### config.mk
export PLATFORM = sky130hd
export DESIGN_NAME = camera_power_state_sequencer
export DESIGN_NICKNAME = d
export VERILOG_FILES = /design/src/rtl/cam_power_pkg.sv /design/src/rtl/camera_power_state_sequencer.sv
export SDC_FILE = /design/constraint.sdc
export NUM_CORES = 1
export LEC_CHECK = 0
export BUFFER_PORTS_ARGS = -buffer_cell sky130_fd_sc_hd__buf_2
export CORE_ASPECT_RATIO = 1.2
export CORE_MARGIN = 3
export CORE_UTILIZATION = 30
export CTS_CLUSTER_SIZE = 14
export DETAILED_ROUTE_END_ITERATION = 16
export PLACE_DENSITY = 0.56
export SYNTH_ARGS = -nofsm -noshare
export SYNTH_HDL_FRONTEND = slang
export SYNTH_SLANG_ARGS = --single-unit
### constraint.sdc
create_clock -name clk_sys_in -period 1.44 [get_ports clk_sys_in]
set_input_delay 0.072 -clock clk_sys_in [delete_from_list [all_inputs] [get_ports clk_sys_in]]
set_output_delay 0.072 -clock clk_sys_in [all_outputs]
set_load 0.01 [all_outputs]
### src/rtl/cam_power_pkg.sv
`default_nettype none
package cam_power_pkg;
	// Power states; Gray codes along off -> uninit -> on -> overtemp -> shutdown.
	typedef enum logic [2:0] {
		ST_OFF      = 3'h0,
		ST_UNINIT   = 3'h1,
		ST_ON       = 3'h3,
		ST_OVERTEMP = 3'h2,
		ST_SHUTDOWN = 3'h6
	} power_state_t;

	// Temperature threshold in degrees Celsius, as an unsigned code.
	localparam logic [7:0] TEMP_LIMIT_C = 8'h50;
	// Over-temperature countdown time and the clock rate.
	localparam int unsigned OVERTEMP_MS     = 10000;
	localparam int unsigned CLK_KHZ         = 50000;
	localparam longint unsigned OVERTEMP_CYC = longint'(OVERTEMP_MS) * longint'(CLK_KHZ);
	// Master clock periods that reset must cover during start-up.
	localparam int unsigned BOOT_MCLK_PERIODS = 5000;

	// Host-facing status carried out of the sequencer.
	typedef struct packed {
		logic shutdown_imminent;
		logic functions_on;
		logic interfaces_on;
	} power_status_t;
endpackage
`default_nettype wire

### src/rtl/camera_power_state_sequencer.sv
// Notes on behaviour
// - Exactly five power states: off, uninitialized, on, shutdown, over-temperature.
// - Only host actions move states, except automatic over-temperature entry and exit; supply loss also forces off, and off moves on to uninitialized unaided.
// - Off, with supplies absent, offers no camera function.
// - After power-up the device sits uninitialized until booted; host should boot it.
// - On state makes every function and interface available.
// - Shutdown offers nothing but accepts pin start-up or software wake.
// - Enter over-temperature when sensed temperature exceeds about 80 C.
// - On entry set the shutdown-imminent warning and start a 10 second countdown.
// - Cooling to 80 C or below before expiry clears the warning and returns to on.
// - Countdown expiry moves the device to shutdown automatically.
`default_nettype none
module camera_power_state_sequencer
	import cam_power_pkg::*;
#(
	parameter longint unsigned OVERTEMP_CYCLES = OVERTEMP_CYC,
	parameter int unsigned     BOOT_PERIODS    = BOOT_MCLK_PERIODS
) (
	// System clock and reset.
	input  wire logic          clk_sys_in,
	input  wire logic          reset_n_in,
	// Supply and host pins.
	input  wire logic          supply_good_in,
	input  wire logic          power_down_n_in,
	input  wire logic          cam_reset_n_in,
	input  wire logic          master_clk_tick_in,
	// Software power commands and sensed temperature.
	input  wire logic          sw_wake_in,
	input  wire logic          sw_sleep_in,
	input  wire logic [7:0]    temp_c_in,
	// State and status.
	output logic [2:0]         power_state_out,
	output power_status_t      status_out
);
	localparam int CW = $clog2(OVERTEMP_CYCLES + 1);
	localparam int BW = $clog2(BOOT_PERIODS + 2);

	logic         rst_meta_ff;
	logic         rst_sync_ff;
	power_state_t state_ff;
	power_state_t nxt_state;
	logic [CW-1:0] count_ff;
	logic [BW-1:0] boot_cnt_ff;
	logic         hot;
	logic         boot_done;
	power_status_t nxt_status;
	power_status_t status_ff;

	// Reset release through two flops so all logic leaves reset together.
	always_ff @(posedge clk_sys_in or negedge reset_n_in) begin
		if (!reset_n_in) begin
			rst_meta_ff <= 1'b0;
			rst_sync_ff <= 1'b0;
		end else begin
			rst_meta_ff <= 1'b1;
			rst_sync_ff <= rst_meta_ff;
		end
	end

	assign hot = temp_c_in > TEMP_LIMIT_C;

	// Count master clock periods while held in reset with power-down released.
	// The count saturates so a long hold cannot wrap back below the threshold.
	always_ff @(posedge clk_sys_in or negedge rst_sync_ff) begin
		if (!rst_sync_ff) begin
			boot_cnt_ff <= '0;
		end else if (!power_down_n_in || !supply_good_in) begin
			boot_cnt_ff <= '0;
		end else if (cam_reset_n_in) begin
			boot_cnt_ff <= '0;
		end else if (!cam_reset_n_in && master_clk_tick_in &&
			boot_cnt_ff <= BW'(BOOT_PERIODS)) begin
			boot_cnt_ff <= boot_cnt_ff + BW'(1);
		end
	end

	// Boot strobes for the one cycle in which reset is released after a long enough hold.
	// Release also spends the count, so pins left high cannot wake shutdown again.
	assign boot_done = cam_reset_n_in && power_down_n_in &&
		(boot_cnt_ff > BW'(BOOT_PERIODS));

	// Next power state.
	always_comb begin
		nxt_state = state_ff;
		if (!supply_good_in) begin
			nxt_state = ST_OFF;
		end else begin
			unique case (state_ff)
				ST_OFF: begin
					nxt_state = ST_UNINIT;
				end
				ST_UNINIT: begin
					if (boot_done) begin
						nxt_state = ST_ON;
					end
				end
				ST_ON: begin
					if (hot) begin
						nxt_state = ST_OVERTEMP;
					end else if (sw_sleep_in || !power_down_n_in) begin
						nxt_state = ST_SHUTDOWN;
					end
				end
				ST_OVERTEMP: begin
					if (!hot) begin
						nxt_state = ST_ON;
					end else if (count_ff == '0) begin
						nxt_state = ST_SHUTDOWN;
					end
				end
				ST_SHUTDOWN: begin
					if (boot_done || sw_wake_in) begin
						nxt_state = ST_ON;
					end
				end
				default: begin
					nxt_state = ST_UNINIT;
				end
			endcase
		end
	end

	// State register; an illegal code falls back to uninitialized.
	always_ff @(posedge clk_sys_in or negedge rst_sync_ff) begin
		if (!rst_sync_ff) begin
			state_ff <= ST_OFF;
		end else begin
			state_ff <= nxt_state;
		end
	end

	// Countdown loaded on entry to over-temperature, running while there.
	always_ff @(posedge clk_sys_in or negedge rst_sync_ff) begin
		if (!rst_sync_ff) begin
			count_ff <= '0;
		end else if (state_ff != ST_OVERTEMP) begin
			count_ff <= CW'(OVERTEMP_CYCLES - 1);
		end else if (count_ff != '0) begin
			count_ff <= count_ff - CW'(1);
		end
	end

	// Status flags follow the next state so they change with it.
	always_comb begin
		nxt_status.shutdown_imminent = (nxt_state == ST_OVERTEMP);
		nxt_status.functions_on      = (nxt_state == ST_ON) ||
			(nxt_state == ST_OVERTEMP);
		nxt_status.interfaces_on     = nxt_status.functions_on;
	end

	// Status is registered so the host never sees a combinational glitch.
	always_ff @(posedge clk_sys_in or negedge rst_sync_ff) begin
		if (!rst_sync_ff) begin
			status_ff <= '0;
		end else begin
			status_ff <= nxt_status;
		end
	end

	// Outputs come straight from the state and status flops.
	assign power_state_out = state_ff;
	assign status_out      = status_ff;

	// Warning stands exactly while in over-temperature.
	warn_tracks_a: assert property (@(posedge clk_sys_in) disable iff (!rst_sync_ff)
		status_ff.shutdown_imminent == (state_ff == ST_OVERTEMP))
		else $error("warning bit does not track over-temperature");

	hot_entry_a: assert property (@(posedge clk_sys_in) disable iff (!rst_sync_ff)
		(state_ff == ST_ON && hot && supply_good_in) |=> state_ff == ST_OVERTEMP)
		else $error("no over-temperature entry");

	cool_exit_a: assert property (@(posedge clk_sys_in) disable iff (!rst_sync_ff)
		(state_ff == ST_OVERTEMP && !hot && supply_good_in) |=> state_ff == ST_ON)
		else $error("no return to on after cooling");

	expire_a: assert property (@(posedge clk_sys_in) disable iff (!rst_sync_ff)
		(state_ff == ST_OVERTEMP && hot && supply_good_in && count_ff == '0)
		|=> state_ff == ST_SHUTDOWN)
		else $error("countdown expiry missed");

	countdown_run_a: assert property (@(posedge clk_sys_in) disable iff (!rst_sync_ff)
		($rose(state_ff == ST_OVERTEMP)) |-> count_ff == CW'(OVERTEMP_CYCLES - 1))
		else $error("countdown not loaded on entry");

	off_dead_a: assert property (@(posedge clk_sys_in) disable iff (!rst_sync_ff)
		!supply_good_in |=> state_ff == ST_OFF ##1 !status_ff.functions_on)
		else $error("functions alive without supply");

	on_funcs_a: assert property (@(posedge clk_sys_in) disable iff (!rst_sync_ff)
		state_ff == ST_ON |-> status_ff.functions_on && status_ff.interfaces_on)
		else $error("on state lacks functions");

	shut_stays_a: assert property (@(posedge clk_sys_in) disable iff (!rst_sync_ff)
		(state_ff == ST_SHUTDOWN && supply_good_in && !boot_done && !sw_wake_in)
		|=> state_ff == ST_SHUTDOWN)
		else $error("shutdown left without host action");

	uninit_boot_a: assert property (@(posedge clk_sys_in) disable iff (!rst_sync_ff)
		(state_ff == ST_UNINIT && $rose(state_ff == ST_UNINIT)) |-> !status_ff.functions_on)
		else $error("uninitialized device shows functions");

	// Host-driven moves, the boot strobe and the boot counter ceiling.
	sleep_entry_a: assert property (@(posedge clk_sys_in) disable iff (!rst_sync_ff)
		(state_ff == ST_ON && !hot && supply_good_in && (sw_sleep_in || !power_down_n_in))
		|=> state_ff == ST_SHUTDOWN)
		else $error("host sleep request ignored");

	uninit_hold_a: assert property (@(posedge clk_sys_in) disable iff (!rst_sync_ff)
		(state_ff == ST_UNINIT && supply_good_in && !boot_done) |=> state_ff == ST_UNINIT)
		else $error("uninitialized state left without boot");

	boot_pulse_a: assert property (@(posedge clk_sys_in) disable iff (!rst_sync_ff)
		boot_done |=> !boot_done)
		else $error("boot strobe held longer than one cycle");

	boot_sat_a: assert property (@(posedge clk_sys_in) disable iff (!rst_sync_ff)
		boot_cnt_ff <= BW'(BOOT_PERIODS + 1))
		else $error("boot counter ran past its ceiling");
endmodule
`default_nettype wire

### Word level (Yosys, flattened, before mapping)

Index checks and enable logic that the tools add are counted.

| storage, ports and cells | value |
|---|---|
| register bits | 49 |
| input bits | 16 |
| output and inout port bits | 6 |
| logic and storage cells | 47 |

| cells by class | value |
|---|---|
| add/subtract/negate cells | 2 |
| $lt $le $gt $ge | 3 |
| equal/unequal tests | 7 |
| muxes and demuxes | 13 |
| reduce and logical (&&, ||, !) cells | 15 |

Operator list:

| cell | count |
|---|---|
| $mux 29 | 2 |
| $mux 13 | 3 |
| $logic_not 29->1 | 1 |
| $reduce_bool 29->1 | 1 |
| $sub 29x1->29 const B | 1 |
| $mux 3 | 7 |
| $add 13x1->13 const B | 1 |
| $gt 13x13->1 const B | 1 |
| $le 13x13->1 const B | 1 |
| $eq 3x2->1 const B | 4 |
| $pmux 3 s4 | 1 |
| $gt 8x7->1 const B | 1 |
| $logic_and 1x1->1 | 4 |
| $logic_or 1x1->1 | 4 |
| $eq 3x1->1 const B | 1 |
| $eq 3x3->1 const B | 1 |
| $logic_not 1->1 | 3 |
| $ne 3x2->1 const B | 1 |
| $reduce_bool 3->1 | 1 |
| $reduce_bool 2->1 | 1 |

### Depth between registers and ports, before layout

| logic depth | value |
|---|---|
| depth in word-level cells | 8 |
| depth in mapped cells | 9 |
| depth with buffers taken out | 7 |

### Worst setup path after synthesis

No wires, ideal clock.

| timing | value |
|---|---|
| path type | flip-flop to flip-flop |
| start | reg count_ff[3] |
| end | reg count_ff[25] |
| setup time | 78 ps |
| data arrival time | 2703 ps |
| data required time | 1362 ps |
| slack | -1341 ps |
| stages on the path, launching flop included | 8 |
| buffers on the path | 2 |
| clock period less this slack | 2781 ps |
| cells stage by stage | dfrtp_1 > or4_1 > buf_2 > or4_4 > or4_1 > clkbuf_2 > or4_1 > a21oi_1 |

| on the way | value |
|---|---|
| cells in the longest elaborated chain, start to end | 3 |
| elaborated cells between the ends (all ways) | 5 |
| classes of those cells | add/sub: 1; mux: 2; reduce/logical: 2 |

Ends and longest elaborated chain:

| what | line | RTL |
|---|---|---|
| start: declaration | camera_power_state_sequencer.sv:42 | `logic [CW-1:0] count_ff;` |
| start signal: assignment | camera_power_state_sequencer.sv:137 | `count_ff <= CW'(OVERTEMP_CYCLES - 1);` |
| start signal: assignment | camera_power_state_sequencer.sv:139 | `count_ff <= count_ff - CW'(1);` |
| $sub 29x1->29 | camera_power_state_sequencer.sv:139 |  |
| $mux 29 | camera_power_state_sequencer.sv:138 | `end else if (count_ff != '0) begin` |
| $mux 29 | camera_power_state_sequencer.sv:136 | `end else if (state_ff != ST_OVERTEMP) begin` |

Parallel ways exist; a longest one is shown, timed or not. The select of a mux whose other input is x is not followed.
A chain may end at the register's enable or synchronous reset.

### Final worst setup path

| timing | value |
|---|---|
| start | reg count_ff[8] |
| end | reg count_ff[25] |

Same word-level chain as after synthesis.

==> impl_metrics.toml <==
[sta]
whs_ps = 64.7
rsz0062_at_grt = "yes"
min_period_ps = 2540
max_freq_mhz = 394
min_period_over_period = 1.76
hold_violations = 0
drv_slew = 0
finalSetupViolCount = 47
worst_slack_ps = -1100
skew_ps = 13.7

[floorplanning]
core_area_mm2 = 0.00861
die_area_mm2 = 0.0100
die_h_um = 109
io_pins = 22
fp-row-count = 37
initial_core_util = 0.309
die_w_um = 92.0

[critical_path]
cp_max_fo = 6
cp.arrival_ps = 2790
required_ps = 1690
endpoint_kind = "flop"
start_kind = "flop"
crit_type = "reg -> reg"

[yosys]
syn_area_per_cell_um2 = 9.40
synth_common_cells = "dfrtp_1 (49), nor2_1 (25), o21ai_0 (17), or3_1 (17), a21oi_1 (13)"
synth.top_cell.area_share = 0.461
synth-edff-count = 0
ys_ff_latch = 49
async_flop_share = 1.00
synth.area.mux_share = 0.0113
synth_top_family_by_area = "simple AND/OR/NAND/NOR gates"
yosysTopAreaCell = "dfrtp_1"
ys_types = 49
syn_area_mm2 = 0.00266
synth_area_leaders = "dfrtp_1 (46%), or3_1 (4.0%), nor2_1 (3.5%)"
synth-simple-area-share = 0.288
ys_warn_count = 0
synthMostInstantiatedCell = "dfrtp_1"
synth_seq_area_share = 0.461
syn_nets = 302
synthFlopType = "dfrtp_1"
syn_inst = 283
synth_compound_area_frac = 0.163
synth_xor_area_frac = 0.0296
synth_fa_ha_area_frac = 0.0141

[clock_tree]
clk_latency_ps = 310
cts_buffer_depth = 2
htreeDepth = 2
cts_tree = "built"
clk_pin_slew_ps = 100
clockRootBuffer = "clkbuf_8"
cts_made_buffers = 5
cts_num_sinks = 49

[global_route]
grt_max_degree = 48
grt_use_total = 0.155
overflow = 0
grt_antenna_before_repair = 0
grt_pass1_wl_um = 12500
grt_pass1_vias = 2647

[drt]
wirelength_um = 7530
drc = 0
ant_nets = 0
vias_per_cell = 5.13
drt_pre_antenna_iters = 4
initialDrtViolationCount = 51
wl_per_cell_um = 14.5
vias = 2662

[place]
place_ws_ps = -1140
place_congestion = 0.861
port_buffers = 21
hpwl_um = 5070

[finish]
diodes = 0
fin_nets = 420
syn_to_final_growth_pct = 62.4
drive_gt1_frac = 0.507

[run_status]
status = "finished, violations left"
violations = "negative setup slack"

[power]
p_per_area_mw_per_mm2 = 540
vdd_drop_max_mv = 0.324
total_leakage_power_nw = 1.68
total_power_mw = 2.33

[flow_run]
max_cap_viol_count = 0

[min_path]
holdCritPathClass = "in -> async"
-- sequential cells by signal, indices dropped and copies added (netlist names) --
register         flops
rst_sync_ff          1
count_ff            29
boot_cnt_ff         13
status_out           2
power_state_out      3
rst_meta_ff          1
-- layout make-up --
class | instances | area [um^2]
inverters | 9 | 33.8
repair buffers | 123 | 985
well taps | 117 | 146
multi-input cells | 213 | 1840
clock buffers | 6 | 72.6
clock inverters | 2 | 13.8
flip-flops and latches | 49 | 1230
fillers | 800 | 4290
-- path summary, 6_finish.rpt --
kind / startpoint / endpoint / slack [ps] / cells after the start
setup / recovery: count_ff[8] / count_ff[25] / -1100 / 5
hold / removal: reset_n_in / rst_sync_ff / 60 / 2
setup reg to reg: count_ff[8] / count_ff[25] / -1100 / 5
hold reg to reg: rst_sync_ff / status_out[2] / 250 / 1
max in group asynchronous: rst_sync_ff / boot_cnt_ff[0] / 960 / 1
min in group clk_sys_in: supply_good_in / status_out[2] / 70 / 3
-- critical path, stage by stage (launching register included) --
cell     delay, ps
dfrtp_1        380
or4_1          510
or4_4          540
or4_4          470
or4_4          440
a21oi_2        130
-- repair_timing --
action,CTS,global route
hold buffers,1,0
endpoints found under the setup margin,47,47
setup buffers,8,8
cloned,0,1
resized for setup,49,62
pin swaps,22,22
hold endpoints to repair,2,0
-- placed cells by master, fill, tap and decap left out, types with 3 or more instances in the layout --
| master | synthesis | routed |
|---|---|---|
| buf_4 | 1 | 76 |
| dfrtp_1 | 49 | 48 |
| buf_6 | 0 | 23 |
| nor2_1 | 25 | 22 |
| buf_2 | 1 | 21 |
| or3_1 | 17 | 14 |
| nand2_1 | 11 | 11 |
| o21ai_0 | 17 | 10 |
| or4_4 | 1 | 9 |
| nand3b_1 | 8 | 8 |
| inv_1 | 9 | 7 |
| a21oi_2 | 0 | 7 |
| and3_1 | 8 | 6 |
| nand3_1 | 10 | 6 |
| nand2b_1 | 5 | 5 |
| a21oi_1 | 13 | 5 |
| xnor2_1 | 6 | 5 |
| clkbuf_8 | 0 | 5 |
| nor2b_1 | 4 | 4 |
| nor3_2 | 0 | 4 |
| and2_1 | 4 | 4 |
| or4_1 | 12 | 4 |
| o31ai_1 | 10 | 4 |
| nand4_1 | 4 | 4 |
| o31ai_4 | 0 | 4 |
| o21ai_1 | 0 | 4 |
| a2111oi_4 | 0 | 4 |
| and4_1 | 3 | 3 |
| or3_4 | 0 | 3 |
| nor3_1 | 8 | 3 |
| mux2i_1 | 3 | 3 |
| nor4_4 | 0 | 3 |
| nor2_4 | 0 | 3 |
| o21ai_2 | 0 | 3 |
-- through the flow --
stage                     TNS [ps]  instances   util  area (um^2)
final                       -32830        519  0.502         4320
after global routing        -36620        519  0.502         4320
after CTS                   -33170        512  0.469         4040
after detailed placement    -36560        495  0.424         3650
after global placement      -35710        495  0.424         3650
after floorplan             -29140        283      -         2790
-- layer usage --
layer	GRT usage	share of wire	up-vias
li1	-	-	1302
met4	0.0446	0.016	0
met3	0.0269	0.021	10
met1	0.187	0.43	1324
met5	0	0	-
met2	0.282	0.54	26
-- cell families after synthesis --
family,after synthesis
AO/OA/AOI/OAI,64
buffers and inverters,21
other,1
multiplexers,3
flip-flops,49
AND/OR/NAND/NOR,133
adder cells (fa/ha/maj),3
XOR/XNOR,9
-- power breakdown --
group          total, mW  switching (mW)  internal (mW)
clock              0.839           0.492          0.347
combinational      0.111          0.0658         0.0450
sequential          1.38         0.00426           1.38
total               2.33           0.562           1.77
Power figures use the tool's default switching activity.
